==> src/rtl/wacfg_pkg.sv <==
// shared constants and types for the waveform and active term configuration block
package wacfg_pkg;

    localparam int SW = 24;
    localparam int PW = 32;

    localparam logic [7:0] WAVE_MODE_ADDR = 8'h0c;
    localparam logic [7:0] ACT_MODE_ADDR  = 8'h0d;

    localparam logic [7:0] WAVE_MODE_RST  = 8'h00;
    localparam logic [7:0] ACT_MODE_RST   = 8'h3f;
    localparam logic [7:0] WAVE_MODE_MASK = 8'h3f;

    localparam int WAVE_SRC_LSB  = 0;
    localparam int RATE_LSB      = 3;
    localparam int SWAP_BIT      = 5;
    localparam int LINE_TERM_LSB = 0;
    localparam int TERM_LSB      = 3;
    localparam int FORMULA_LSB   = 6;

    localparam logic [2:0] SRC_VA = 3'h0;
    localparam logic [2:0] SRC_VB = 3'h1;
    localparam logic [2:0] SRC_VC = 3'h2;
    localparam logic [2:0] SRC_IA = 3'h3;
    localparam logic [2:0] SRC_IB = 3'h4;
    localparam logic [2:0] SRC_IC = 3'h5;

    localparam logic [1:0] FORM_SUM3   = 2'h0;
    localparam logic [1:0] FORM_TWO_AC = 2'h1;
    localparam logic [1:0] FORM_TWO_A  = 2'h2;
    localparam logic [1:0] FORM_RSV    = 2'h3;

    localparam logic [1:0]  PRESCALE   = 2'h3;
    localparam logic [10:0] RATE_BASE  = 11'h080;

    typedef struct packed {
        logic signed [SW-1:0] va;
        logic signed [SW-1:0] vb;
        logic signed [SW-1:0] vc;
        logic signed [SW-1:0] ia;
        logic signed [SW-1:0] ib;
        logic signed [SW-1:0] ic;
    } wacfg_samples_s;

    typedef struct packed {
        logic signed [PW-1:0] first_p;
        logic signed [PW-1:0] first_d;
        logic signed [PW-1:0] second;
        logic signed [PW-1:0] third_p;
        logic signed [PW-1:0] third_d;
    } wacfg_terms_s;

    typedef struct packed {
        logic signed [PW-1:0] active;
        logic signed [PW-1:0] reactive;
        logic signed [PW-1:0] apparent;
    } wacfg_line_s;

    typedef struct packed {
        logic [1:0]  pre;
        logic [10:0] cnt;
        logic [1:0]  rate;
    } wacfg_div_s;

    typedef struct packed {
        logic [7:0]           wave_mode;
        logic [7:0]           act_mode;
        logic [7:0]           rdata;
        logic [SW-1:0]        wave_sample;
        logic                 wave_valid;
        logic signed [PW-1:0] active_power;
        logic signed [PW-1:0] line_active_power;
        logic signed [PW-1:0] line_active_acc_in;
        logic signed [PW-1:0] line_apparent_acc_in;
        logic [2:0]           neg_sign;
    } wacfg_top_s;

    localparam wacfg_top_s TOP_RST = '{wave_mode: WAVE_MODE_RST, act_mode: ACT_MODE_RST, default: '0};

endpackage

==> src/rtl/wacfg_rate_div.sv <==
// waveform update strobe divider: clock / 3 / (128 << rate)
`timescale 1ns/10ps
`default_nettype none
module wacfg_rate_div
    import wacfg_pkg::*;
(
    input  wire logic       clk,
    input  wire logic       rst_n,
    input  wire logic [1:0] rate,
    output logic            strobe
);
    wacfg_div_s  st;
    wacfg_div_s  next_st;
    logic [10:0] limit;

    assign limit  = RATE_BASE << rate;
    assign strobe = (st.rate == rate) && (st.pre == PRESCALE - 2'h1) && (st.cnt == limit - 11'h001);

    always_comb begin
        next_st = st;
        if (st.rate != rate) begin
            next_st = '0;
            next_st.rate = rate;
        end else if (st.pre == PRESCALE - 2'h1) begin
            next_st.pre = 2'h0;
            next_st.cnt = strobe ? 11'h000 : st.cnt + 11'h001;
        end else begin
            next_st.pre = st.pre + 2'h1;
        end
    end

    always_ff @(posedge clk or negedge rst_n) begin
        if (!rst_n) begin
            st <= '0;
        end else begin
            st <= next_st;
        end
    end

    // helper: cycles since the previous strobe at a stable rate
    logic [12:0] gap;
    logic        seen;
    always_ff @(posedge clk or negedge rst_n) begin
        if (!rst_n) begin
            gap  <= 13'h0000;
            seen <= 1'b0;
        end else if (st.rate != rate) begin
            gap  <= 13'h0000;
            seen <= 1'b0;
        end else if (strobe) begin
            gap  <= 13'h0000;
            seen <= 1'b1;
        end else begin
            gap  <= gap + 13'h0001;
        end
    end

    property p_rate_period;
        @(posedge clk) disable iff (!rst_n)
        (strobe && seen) |-> (gap == 13'(3 * (32'd128 << rate) - 1));
    endproperty
    a_rate_period: assert property (p_rate_period) else $error("waveform update period wrong");

endmodule
`default_nettype wire

==> src/rtl/wacfg_top.sv <==
// waveform mode and active term configuration registers with their steering logic
`timescale 1ns/10ps
`default_nettype none
// Notes on behaviour
// - three-bit code picks waveform sample source
// - sample rate clock/3/128 up to /1024
// - swap bit reroutes line reactive and active
// - line term bits enable line-cycle terms
// - bit 5 gates first active term
// - bit 4 gates second active term
// - bit 3 gates last active term
// - term bits also enable negative signs
// - any term enable subset is accepted
// - formula field picks sum or two-wattmeter
// - disabled phase sign stays at zero
module wacfg_top
    import wacfg_pkg::*;
(
    input  wire logic            clk,
    input  wire logic            resetn,
    input  wire logic [7:0]      reg_addr,
    input  wire logic            reg_wr,
    input  wire logic            reg_rd,
    input  wire logic [7:0]      reg_wdata,
    output logic [7:0]           reg_rdata,
    input  wire wacfg_samples_s  samples,
    input  wire wacfg_terms_s    terms,
    input  wire wacfg_line_s     line_in,
    output logic [SW-1:0]        wave_sample,
    output logic                 wave_valid,
    output logic signed [PW-1:0] active_power,
    output logic signed [PW-1:0] line_active_power,
    output logic signed [PW-1:0] line_active_acc_in,
    output logic signed [PW-1:0] line_apparent_acc_in,
    output logic [2:0]           pulse_numerator_neg
);
    logic [1:0] rst_sync;
    logic       rst_n;
    wacfg_top_s st;
    wacfg_top_s next_st;
    logic       upd;

    logic [2:0] waveform_source_select;
    logic [1:0] sample_rate_select;
    logic       line_reactive_swap;
    logic [2:0] line_active_term_select;
    logic [2:0] active_term_select;
    logic [1:0] active_formula_select;
    logic signed [PW-1:0] t_first;
    logic signed [PW-1:0] t_second;
    logic signed [PW-1:0] t_third;

    always_ff @(posedge clk or negedge resetn) begin
        if (!resetn) begin
            rst_sync <= 2'h0;
        end else begin
            rst_sync <= {rst_sync[0], 1'b1};
        end
    end
    assign rst_n = rst_sync[1];

    assign waveform_source_select  = st.wave_mode[WAVE_SRC_LSB +: 3];
    assign sample_rate_select      = st.wave_mode[RATE_LSB +: 2];
    assign line_reactive_swap      = st.wave_mode[SWAP_BIT];
    assign line_active_term_select = st.act_mode[LINE_TERM_LSB +: 3];
    assign active_term_select      = st.act_mode[TERM_LSB +: 3];
    assign active_formula_select   = st.act_mode[FORMULA_LSB +: 2];

    wacfg_rate_div u_div (
        .clk    (clk),
        .rst_n  (rst_n),
        .rate   (sample_rate_select),
        .strobe (upd)
    );

    // formula terms before enabling
    always_comb begin
        t_first  = '0;
        t_second = '0;
        t_third  = '0;
        unique case (active_formula_select)
            FORM_SUM3: begin
                t_first  = terms.first_p;
                t_second = terms.second;
                t_third  = terms.third_p;
            end
            FORM_TWO_AC: begin
                t_first  = terms.first_d;
                t_third  = terms.third_d;
            end
            FORM_TWO_A: begin
                t_first  = terms.first_d;
                t_third  = terms.third_p;
            end
            FORM_RSV: begin
                t_first  = '0;
            end
        endcase
    end

    // sum of enabled terms, bit 2 first term
    function automatic logic signed [PW-1:0] term_sum(input logic [2:0] en,
                                                       input logic signed [PW-1:0] a,
                                                       input logic signed [PW-1:0] b,
                                                       input logic signed [PW-1:0] c);
        logic signed [PW-1:0] s;
        s = '0;
        if (en[2]) begin
            s = s + a;
        end
        if (en[1]) begin
            s = s + b;
        end
        if (en[0]) begin
            s = s + c;
        end
        return s;
    endfunction

    always_comb begin
        next_st = st;
        next_st.wave_valid = 1'b0;
        if (reg_wr && reg_addr == WAVE_MODE_ADDR) begin
            next_st.wave_mode = reg_wdata & WAVE_MODE_MASK;
        end
        if (reg_wr && reg_addr == ACT_MODE_ADDR) begin
            next_st.act_mode = reg_wdata;
        end
        if (reg_rd) begin
            unique case (reg_addr)
                WAVE_MODE_ADDR: next_st.rdata = st.wave_mode;
                ACT_MODE_ADDR:  next_st.rdata = st.act_mode;
                default:        next_st.rdata = 8'h00;
            endcase
        end
        if (upd) begin
            next_st.wave_valid = 1'b1;
            unique case (waveform_source_select)
                SRC_VA:  next_st.wave_sample = samples.va;
                SRC_VB:  next_st.wave_sample = samples.vb;
                SRC_VC:  next_st.wave_sample = samples.vc;
                SRC_IA:  next_st.wave_sample = samples.ia;
                SRC_IB:  next_st.wave_sample = samples.ib;
                SRC_IC:  next_st.wave_sample = samples.ic;
                default: next_st.wave_valid  = 1'b0;
            endcase
        end
        next_st.active_power      = term_sum(active_term_select, t_first, t_second, t_third);
        next_st.line_active_power = term_sum(line_active_term_select, t_first, t_second, t_third);
        if (line_reactive_swap) begin
            next_st.line_active_acc_in   = line_in.reactive;
            next_st.line_apparent_acc_in = line_in.active;
        end else begin
            next_st.line_active_acc_in   = line_in.active;
            next_st.line_apparent_acc_in = line_in.apparent;
        end
        next_st.neg_sign[0] = active_term_select[2] & terms.first_p[PW-1];
        next_st.neg_sign[1] = active_term_select[1] & terms.second[PW-1];
        next_st.neg_sign[2] = active_term_select[0] & terms.third_p[PW-1];
    end

    always_ff @(posedge clk or negedge rst_n) begin
        if (!rst_n) begin
            st <= TOP_RST;
        end else begin
            st <= next_st;
        end
    end

    assign reg_rdata            = st.rdata;
    assign wave_sample          = st.wave_sample;
    assign wave_valid           = st.wave_valid;
    assign active_power         = st.active_power;
    assign line_active_power    = st.line_active_power;
    assign line_active_acc_in   = st.line_active_acc_in;
    assign line_apparent_acc_in = st.line_apparent_acc_in;
    assign pulse_numerator_neg  = st.neg_sign;

    property p_src_va;
        @(posedge clk) disable iff (!rst_n)
        (upd && waveform_source_select == SRC_VA) |=> (wave_valid && wave_sample == $past(samples.va));
    endproperty
    a_src_va: assert property (p_src_va) else $error("phase a voltage not sampled");

    property p_src_ic;
        @(posedge clk) disable iff (!rst_n)
        (upd && waveform_source_select == SRC_IC) |=> (wave_valid && wave_sample == $past(samples.ic));
    endproperty
    a_src_ic: assert property (p_src_ic) else $error("phase c current not sampled");

    property p_valid_only_on_update;
        @(posedge clk) disable iff (!rst_n)
        wave_valid |-> ($past(upd) && $past(waveform_source_select) <= SRC_IC);
    endproperty
    a_valid_only_on_update: assert property (p_valid_only_on_update) else $error("sample valid without update");

    property p_swap;
        @(posedge clk) disable iff (!rst_n)
        line_reactive_swap |=> (line_active_acc_in == $past(line_in.reactive)
                                && line_apparent_acc_in == $past(line_in.active));
    endproperty
    a_swap: assert property (p_swap) else $error("swap routing wrong");

    property p_line_off;
        @(posedge clk) disable iff (!rst_n)
        (line_active_term_select == 3'h0) |=> (line_active_power == '0);
    endproperty
    a_line_off: assert property (p_line_off) else $error("line terms disabled yet nonzero");

    property p_first_only;
        @(posedge clk) disable iff (!rst_n)
        (active_term_select == 3'h4 && active_formula_select == FORM_SUM3) |=> (active_power == $past(terms.first_p));
    endproperty
    a_first_only: assert property (p_first_only) else $error("first term gating wrong");

    property p_second_only;
        @(posedge clk) disable iff (!rst_n)
        (active_term_select == 3'h2 && active_formula_select == FORM_SUM3) |=> (active_power == $past(terms.second));
    endproperty
    a_second_only: assert property (p_second_only) else $error("second term gating wrong");

    property p_third_diff;
        @(posedge clk) disable iff (!rst_n)
        (active_term_select == 3'h1 && active_formula_select == FORM_TWO_AC) |=> (active_power == $past(terms.third_d));
    endproperty
    a_third_diff: assert property (p_third_diff) else $error("last term gating wrong");

    property p_formula_rsv;
        @(posedge clk) disable iff (!rst_n)
        (active_formula_select == FORM_RSV) |=> (active_power == '0 && line_active_power == '0);
    endproperty
    a_formula_rsv: assert property (p_formula_rsv) else $error("reserved formula not zero");

    property p_neg_b_off;
        @(posedge clk) disable iff (!rst_n)
        !active_term_select[1] |=> !pulse_numerator_neg[1];
    endproperty
    a_neg_b_off: assert property (p_neg_b_off) else $error("phase b sign shown while disabled");

    property p_neg_a;
        @(posedge clk) disable iff (!rst_n)
        active_term_select[2] |=> (pulse_numerator_neg[0] == $past(terms.first_p[PW-1]));
    endproperty
    a_neg_a: assert property (p_neg_a) else $error("phase a sign wrong");

    property p_write_act;
        @(posedge clk) disable iff (!rst_n)
        (reg_wr && reg_addr == ACT_MODE_ADDR) |=> (st.act_mode == $past(reg_wdata));
    endproperty
    a_write_act: assert property (p_write_act) else $error("term enable write lost");

    property p_src_vb;
        @(posedge clk) disable iff (!rst_n)
        (upd && waveform_source_select == SRC_VB) |=> (wave_valid && wave_sample == $past(samples.vb));
    endproperty
    a_src_vb: assert property (p_src_vb) else $error("phase b voltage not sampled");

    property p_src_vc;
        @(posedge clk) disable iff (!rst_n)
        (upd && waveform_source_select == SRC_VC) |=> (wave_valid && wave_sample == $past(samples.vc));
    endproperty
    a_src_vc: assert property (p_src_vc) else $error("phase c voltage not sampled");

    property p_src_ia;
        @(posedge clk) disable iff (!rst_n)
        (upd && waveform_source_select == SRC_IA) |=> (wave_valid && wave_sample == $past(samples.ia));
    endproperty
    a_src_ia: assert property (p_src_ia) else $error("phase a current not sampled");

    property p_src_ib;
        @(posedge clk) disable iff (!rst_n)
        (upd && waveform_source_select == SRC_IB) |=> (wave_valid && wave_sample == $past(samples.ib));
    endproperty
    a_src_ib: assert property (p_src_ib) else $error("phase b current not sampled");

    property p_src_rsv;
        @(posedge clk) disable iff (!rst_n)
        (upd && waveform_source_select > SRC_IC) |=> (!wave_valid && $stable(wave_sample));
    endproperty
    a_src_rsv: assert property (p_src_rsv) else $error("reserved source produced a sample");

    property p_no_swap;
        @(posedge clk) disable iff (!rst_n)
        !line_reactive_swap |=> (line_active_acc_in == $past(line_in.active)
                                 && line_apparent_acc_in == $past(line_in.apparent));
    endproperty
    a_no_swap: assert property (p_no_swap) else $error("plain routing wrong");

    property p_neg_c_off;
        @(posedge clk) disable iff (!rst_n)
        !active_term_select[0] |=> !pulse_numerator_neg[2];
    endproperty
    a_neg_c_off: assert property (p_neg_c_off) else $error("phase c sign shown while disabled");

    property p_neg_b;
        @(posedge clk) disable iff (!rst_n)
        active_term_select[1] |=> (pulse_numerator_neg[1] == $past(terms.second[PW-1]));
    endproperty
    a_neg_b: assert property (p_neg_b) else $error("phase b sign wrong");

    property p_neg_c;
        @(posedge clk) disable iff (!rst_n)
        active_term_select[0] |=> (pulse_numerator_neg[2] == $past(terms.third_p[PW-1]));
    endproperty
    a_neg_c: assert property (p_neg_c) else $error("phase c sign wrong");

    property p_write_wave;
        @(posedge clk) disable iff (!rst_n)
        (reg_wr && reg_addr == WAVE_MODE_ADDR) |=> (st.wave_mode == ($past(reg_wdata) & WAVE_MODE_MASK));
    endproperty
    a_write_wave: assert property (p_write_wave) else $error("waveform mode write lost");

    property p_read_act;
        @(posedge clk) disable iff (!rst_n)
        (reg_rd && reg_addr == ACT_MODE_ADDR) |=> (reg_rdata == $past(st.act_mode));
    endproperty
    a_read_act: assert property (p_read_act) else $error("term enable read wrong");

endmodule
`default_nettype wire

==> config.mk <==
export PLATFORM = sky130hd
export DESIGN_NAME = wacfg_top
export DESIGN_NICKNAME = d
export VERILOG_FILES = /design/src/rtl/wacfg_pkg.sv /design/src/rtl/wacfg_rate_div.sv /design/src/rtl/wacfg_top.sv
export SDC_FILE = /design/constraint.sdc
export NUM_CORES = 1
export LEC_CHECK = 0
export BUFFER_PORTS_ARGS = -buffer_cell sky130_fd_sc_hd__buf_2
export CORE_AREA = 3 3 225 227
export CTS_CLUSTER_DIAMETER = 150
export DETAILED_ROUTE_END_ITERATION = 8
export DIE_AREA = 0 0 228 230
export GPL_TIMING_DRIVEN = 1
export SLEW_MARGIN = 20
export SYNTH_ARGS = -nofsm -noshare
export SYNTH_HDL_FRONTEND = slang
export SYNTH_SLANG_ARGS = --single-unit
==> constraint.sdc <==
create_clock -name clk -period 15 [get_ports clk]
set_input_delay 0.75 -clock clk [delete_from_list [all_inputs] [get_ports clk]]
set_output_delay 0.75 -clock clk [all_outputs]
set_load 0.005 [all_outputs]
After elaboration in Yosys (flattened, before gate mapping)
Index checks and enable logic that the tools add are counted.

storage, ports and cells
  word-level logic and storage cells = 69
  input bits = 420
  register bits = 195
  output and inout bits = 164

cells by class
  equality and inequality tests = 14
  bitwise operators = 3
  shift-type cells = 1
  $add $sub $neg = 7
  reductions and logical operators = 12
  mux-type cells = 18

operators with widths
  kind                                                 number
  2-to-1 mux 32 bit                                    7
  one-hot mux 24 bit (6 select lines)                  1
  adder 32 bit                                         4
  one-hot mux 32 bit (3 select lines)                  1
  2-to-1 mux 64 bit                                    1
  one-hot mux 32 bit (2 select lines)                  1
  2-to-1 mux 11 bit                                    2
  equality test 8 x 4 -> 1 bit, second input constant  2
  one-hot mux 8 bit (2 select lines)                   1
  2-to-1 mux 13 bit                                    1
  adder 11 x 1 -> 11 bit, second input constant        1
  equality test 11 bit                                 1
  left shift 8 x 2 -> 11 bit, first input constant     1
  subtractor 11 x 1 -> 11 bit, second input constant   1
  equality test 2 bit, second input constant           3
  equality test 3 x 2 -> 1 bit, second input constant  2
  equality test 3 bit, second input constant           2
  nonzero test 6 bit                                   1
  OR reduction 6 bit                                   1
  logical AND 1 bit                                    4
  OR reduction 2 bit                                   2
  bitwise AND 1 bit                                    3
  equality test 3 x 1 -> 1 bit, second input constant  1
  logical NOT 3 bit                                    1
  9 further kinds                                      10

Depth between registers and ports, before layout
  depth after elaboration = 8
  mapped depth = 33
  mapped depth without buffers = 29

By module
A second synthesis with hierarchy kept.

second synthesis, totals
  cells, all modules = 2132
  area total of the unflattened synthesis = 18169.9 um^2

by module, submodules not included
  module          sequential area each (um^2)  times used  area each (um^2)  cells an instance
  wacfg_top       4511.8                       1           17342.9           2046
  wacfg_rate_div  375.4                        1           827.0             86

Least setup slack after synthesis
Ideal clock, no wire load.

  kind = flip-flop to flip-flop
  start = register st, in the netlist active_formula_select[0]
  end = register st, in the netlist active_power[29]
  clock period less this slack = 6.664 ns
  library setup time = 0.126 ns
  arrival time = 6.538 ns
  stages on the path, launching flop included = 31
  buffers on the path = 3
  slack = 8.336 ns
  data required time = 14.874 ns
  cells stage by stage = dfrtp_1 inv_1 clkbuf_1 ha_1 nor2b_1 clkbuf_1 a22o_1 and2_1 ha_1 fa_1 inv_1 maj3_1 o21a_1 o21ai_0 a21o_1 a21oi_1 o21ai_0 xor2_1 mux2_2 ha_1 clkbuf_1 nand4_1 nor2_1 a2111oi_0 o31ai_1 a311oi_2 o211ai_1 a21o_1 a311oi_1 xnor2_1 a221o_1

RTL lines
  element                 RTL line          RTL
  start, declared         wacfg_top.sv:39   wacfg_top_s st;
  start signal, assigned  wacfg_top.sv:166  st <= next_st;

==> flow_summary.ini <==
[yosys]
ys_seq_area_frac = 0.267
ys_types = 75
synthArstFlopShare = 1.00
synth_cells = 2112
synth_flop_cell = dfrtp_1
avgSynthCellArea_um2 = 8.67
synth_area_mm2 = 0.0183
yosys_warnings = 0
synth_seq_cells = 195
synth_edf_count = 0
syn-num-nets = 2669

[outcome]
run_status = completed

[timing]
period_share = 0.528
finalSetupViolations = 0
relSlewSlack = 0.322
worst_pin_slew_ns = 1.02
fin_skew_ns = 0.0124
tns_ns = 0
grt_setup_unrepaired = false
fmax_ghz = 0.126
hold_viol_final = 0
hold_ws_ns = 0.363
drv_slew = 0
post-route-min-period_ns = 7.92

[pwr]
power_leakage_uw = 0.0107
pwr_density_cell_mw_per_mm2 = 73.2
peakVddDrop_uv = 90.3

[floorplanning]
num_rows = 81
die_area_mm2 = 0.0524
core_mm2 = 0.0488
die_y_um = 230
die_x_um = 228
io_pins = 584
initial_utilization = 0.375

[worst_setup_path]
crit_path_start_kind = flip-flop
worstSetupPathType = reg2reg
cpLargestDelayFamily = compound AO/OA/AOI/OAI gates
critical_path_arrival_ns = 8.29
crit_buf_inv = 5
max_stage_delay_ns = 0.55
cp.required_ns = 15.37
cp-end-kind = flip-flop
crit_slowest_cell = a311oi_2
path_max_fanout = 41

[routing]
drc_errors = 0
wirelength_um = 64900
ant_nets = 0
wl_per_cell_um = 20.6
vias = 16900
drtIter0Drc = 990
via_per_inst = 5.39
first_pass_iters = 8

[cts]
clkTransAtPathRegs_ns = 0.08
cts_buffers = 17
cts_root_buffer = clkbuf_16
clockBufferDepth = 2
h-tree-depth = 4
insertion_delay_ns = 0.48
cts.sinks = 195
ctsResizeCount = 0
cts_tree = built

[run]
timing.max_cap.violations = 0

[cells_and_area]
syn_to_final_growth_pct = 15.7
final-seq-area_mm2 = 0.00489
multi_input_area_mm2 = 0.0116
design_area_mm2 = 0.0212
final_nets = 3023
fill_cells = 4947
drive_above_1_share = 0.336

[placement]
routabilityCongestion = 0.959
io_buffer_count = 583
detailed_place.area_mm2 = 0.0206
post-dp-hpwl_um = 53200

[grt]
antenna_found_initial = 5
grt_max_degree = 71
grt_pass1_vias = 16700
grt_pass1_wl_um = 96800
overflow = 0
grt_usage = 0.238

[hold_path]
hold_class = reg2reg
area by class of cell:
type | instances | area share
Antenna cell | 3 | 0.000354
Clock buffer | 17 | 0.0201
Clock inverter | 15 | 0.00750
Inverter | 60 | 0.0106
Multi-Input combinational cell | 1589 | 0.546
Sequential cell | 195 | 0.231
Tap cell | 664 | 0.0392
Timing Repair Buffer | 603 | 0.145
Yosys cell counts (all sizes together), types with 9 or more instances:
cell	number	area, um2
dfrtp	189	4730
buf	180	1300
mux2	170	1910
a21oi	167	847
nand2	150	563
nor2	143	537
ha	133	1660
o21ai	102	518
clkbuf	88	330
xnor2	86	753
a21o	72	541
a22oi	67	503
inv	60	225
nor2b	56	350
and2	54	338
xor2	35	307
mux2i	26	260
nand3	26	130
nand2b	25	156
o21bai	22	165
and3	21	131
a211oi	20	150
a221oi	20	175
o21a	15	113
o22ai	15	93.8
nor3	14	75.1
a31oi	13	81.3
nand4	13	81.3
a21boi	10	78.8
a22o	9	78.8
o31ai	9	67.6
power by group:
group,switching [uW],internal [uW]
Sequential,24.4,561
Combinational,281,217
Clock,244,223
per-stage QoR:
stage | worst slack, ns | total power, uW | util | std cells
2_1_floorplan | 8.34 | 934 | - | 2112
3_3_place_gp | 7.51 | 1080 | 0.421 | 3110
3_5_place_dp | 7.23 | 1090 | 0.421 | 3110
4_1_cts | 7.21 | 1570 | 0.433 | 3143
5_1_grt | 6.63 | 1640 | 0.434 | 3145
6_report | 7.08 | 1550 | 0.434 | 3146
repair_timing:
action	CTS	global route
buffers inserted	0	0
endpoints found under the hold margin	2	0
hold buffers	1	0
final timing paths:
kind | from | cells after the start | slack, ns | endpoint
min in group asynchronous | rst_sync[1] | 0 | 0.50 | line_active_power[24]
worst max-delay path | active_formula_select[0] | 30 | 7.08 | active_power[29]
worst max register to register | active_formula_select[0] | 30 | 7.08 | active_power[29]
worst min register to register | rst_sync[0] | 0 | 0.36 | rst_sync[1]
max in group asynchronous | rst_sync[1] | 1 | 13.01 | line_apparent_acc_in[7]
worst min-delay path | rst_sync[0] | 0 | 0.36 | rst_sync[1]
cells in the final DEF, fill, tap and decap left out, types with 7 or more instances in the layout:
cell,instances
and2_1,54
mux2_2,170
nor3b_1,8
nand2b_1,25
o21ai_0,98
nand2_1,150
buf_4,19
a221oi_1,20
nor3_1,13
o21a_1,15
dfrtp_1,187
a21o_1,72
buf_2,583
o31ai_1,9
xor2_1,35
a21oi_1,164
o22ai_1,15
nand4_1,13
ha_1,133
a22o_1,9
and3_1,21
o21bai_1,22
nor2b_1,55
nand3_1,26
clkbuf_16,17
a22oi_1,67
mux2i_1,26
a31oi_1,13
inv_1,60
a211oi_1,20
a221o_1,8
a21boi_0,7
xnor2_1,86
nor2_1,142
cell families after synthesis:
group / after synthesis / synth area share
simple gates: 533 / 0.141
fa+ha+maj: 140 / 0.0969
compound gates: 597 / 0.215
buf+inv: 328 / 0.101
flops: 195 / 0.267
other cells: 1 / 0.000205
xor+xnor: 122 / 0.0591
mux: 196 / 0.119
sequential cells by signal, indices dropped and copies added (netlist names), 2 cells and up:
register,cells
active_term_select,3
u_div.st,15
st,3
line_active_term_select,3
line_active_power,32
active_power,32
wave_sample,24
line_apparent_acc_in,32
rst_sync,2
sample_rate_select,2
pulse_numerator_neg,3
line_active_acc_in,32
reg_rdata,8
active_formula_select,2
routing by layer:
| metal | vias up | wire (um) | global-route usage |
|---|---|---|---|
| met5 | - | 8 | 0 |
| met4 | 2 | 1700 | 0.0726 |
| met3 | 83 | 4110 | 0.0467 |
| met2 | 679 | 30600 | 0.394 |
| met1 | 8058 | 28500 | 0.313 |
| li1 | 8121 | - | - |
No activity file was read; power rests on OpenSTA's default activity.
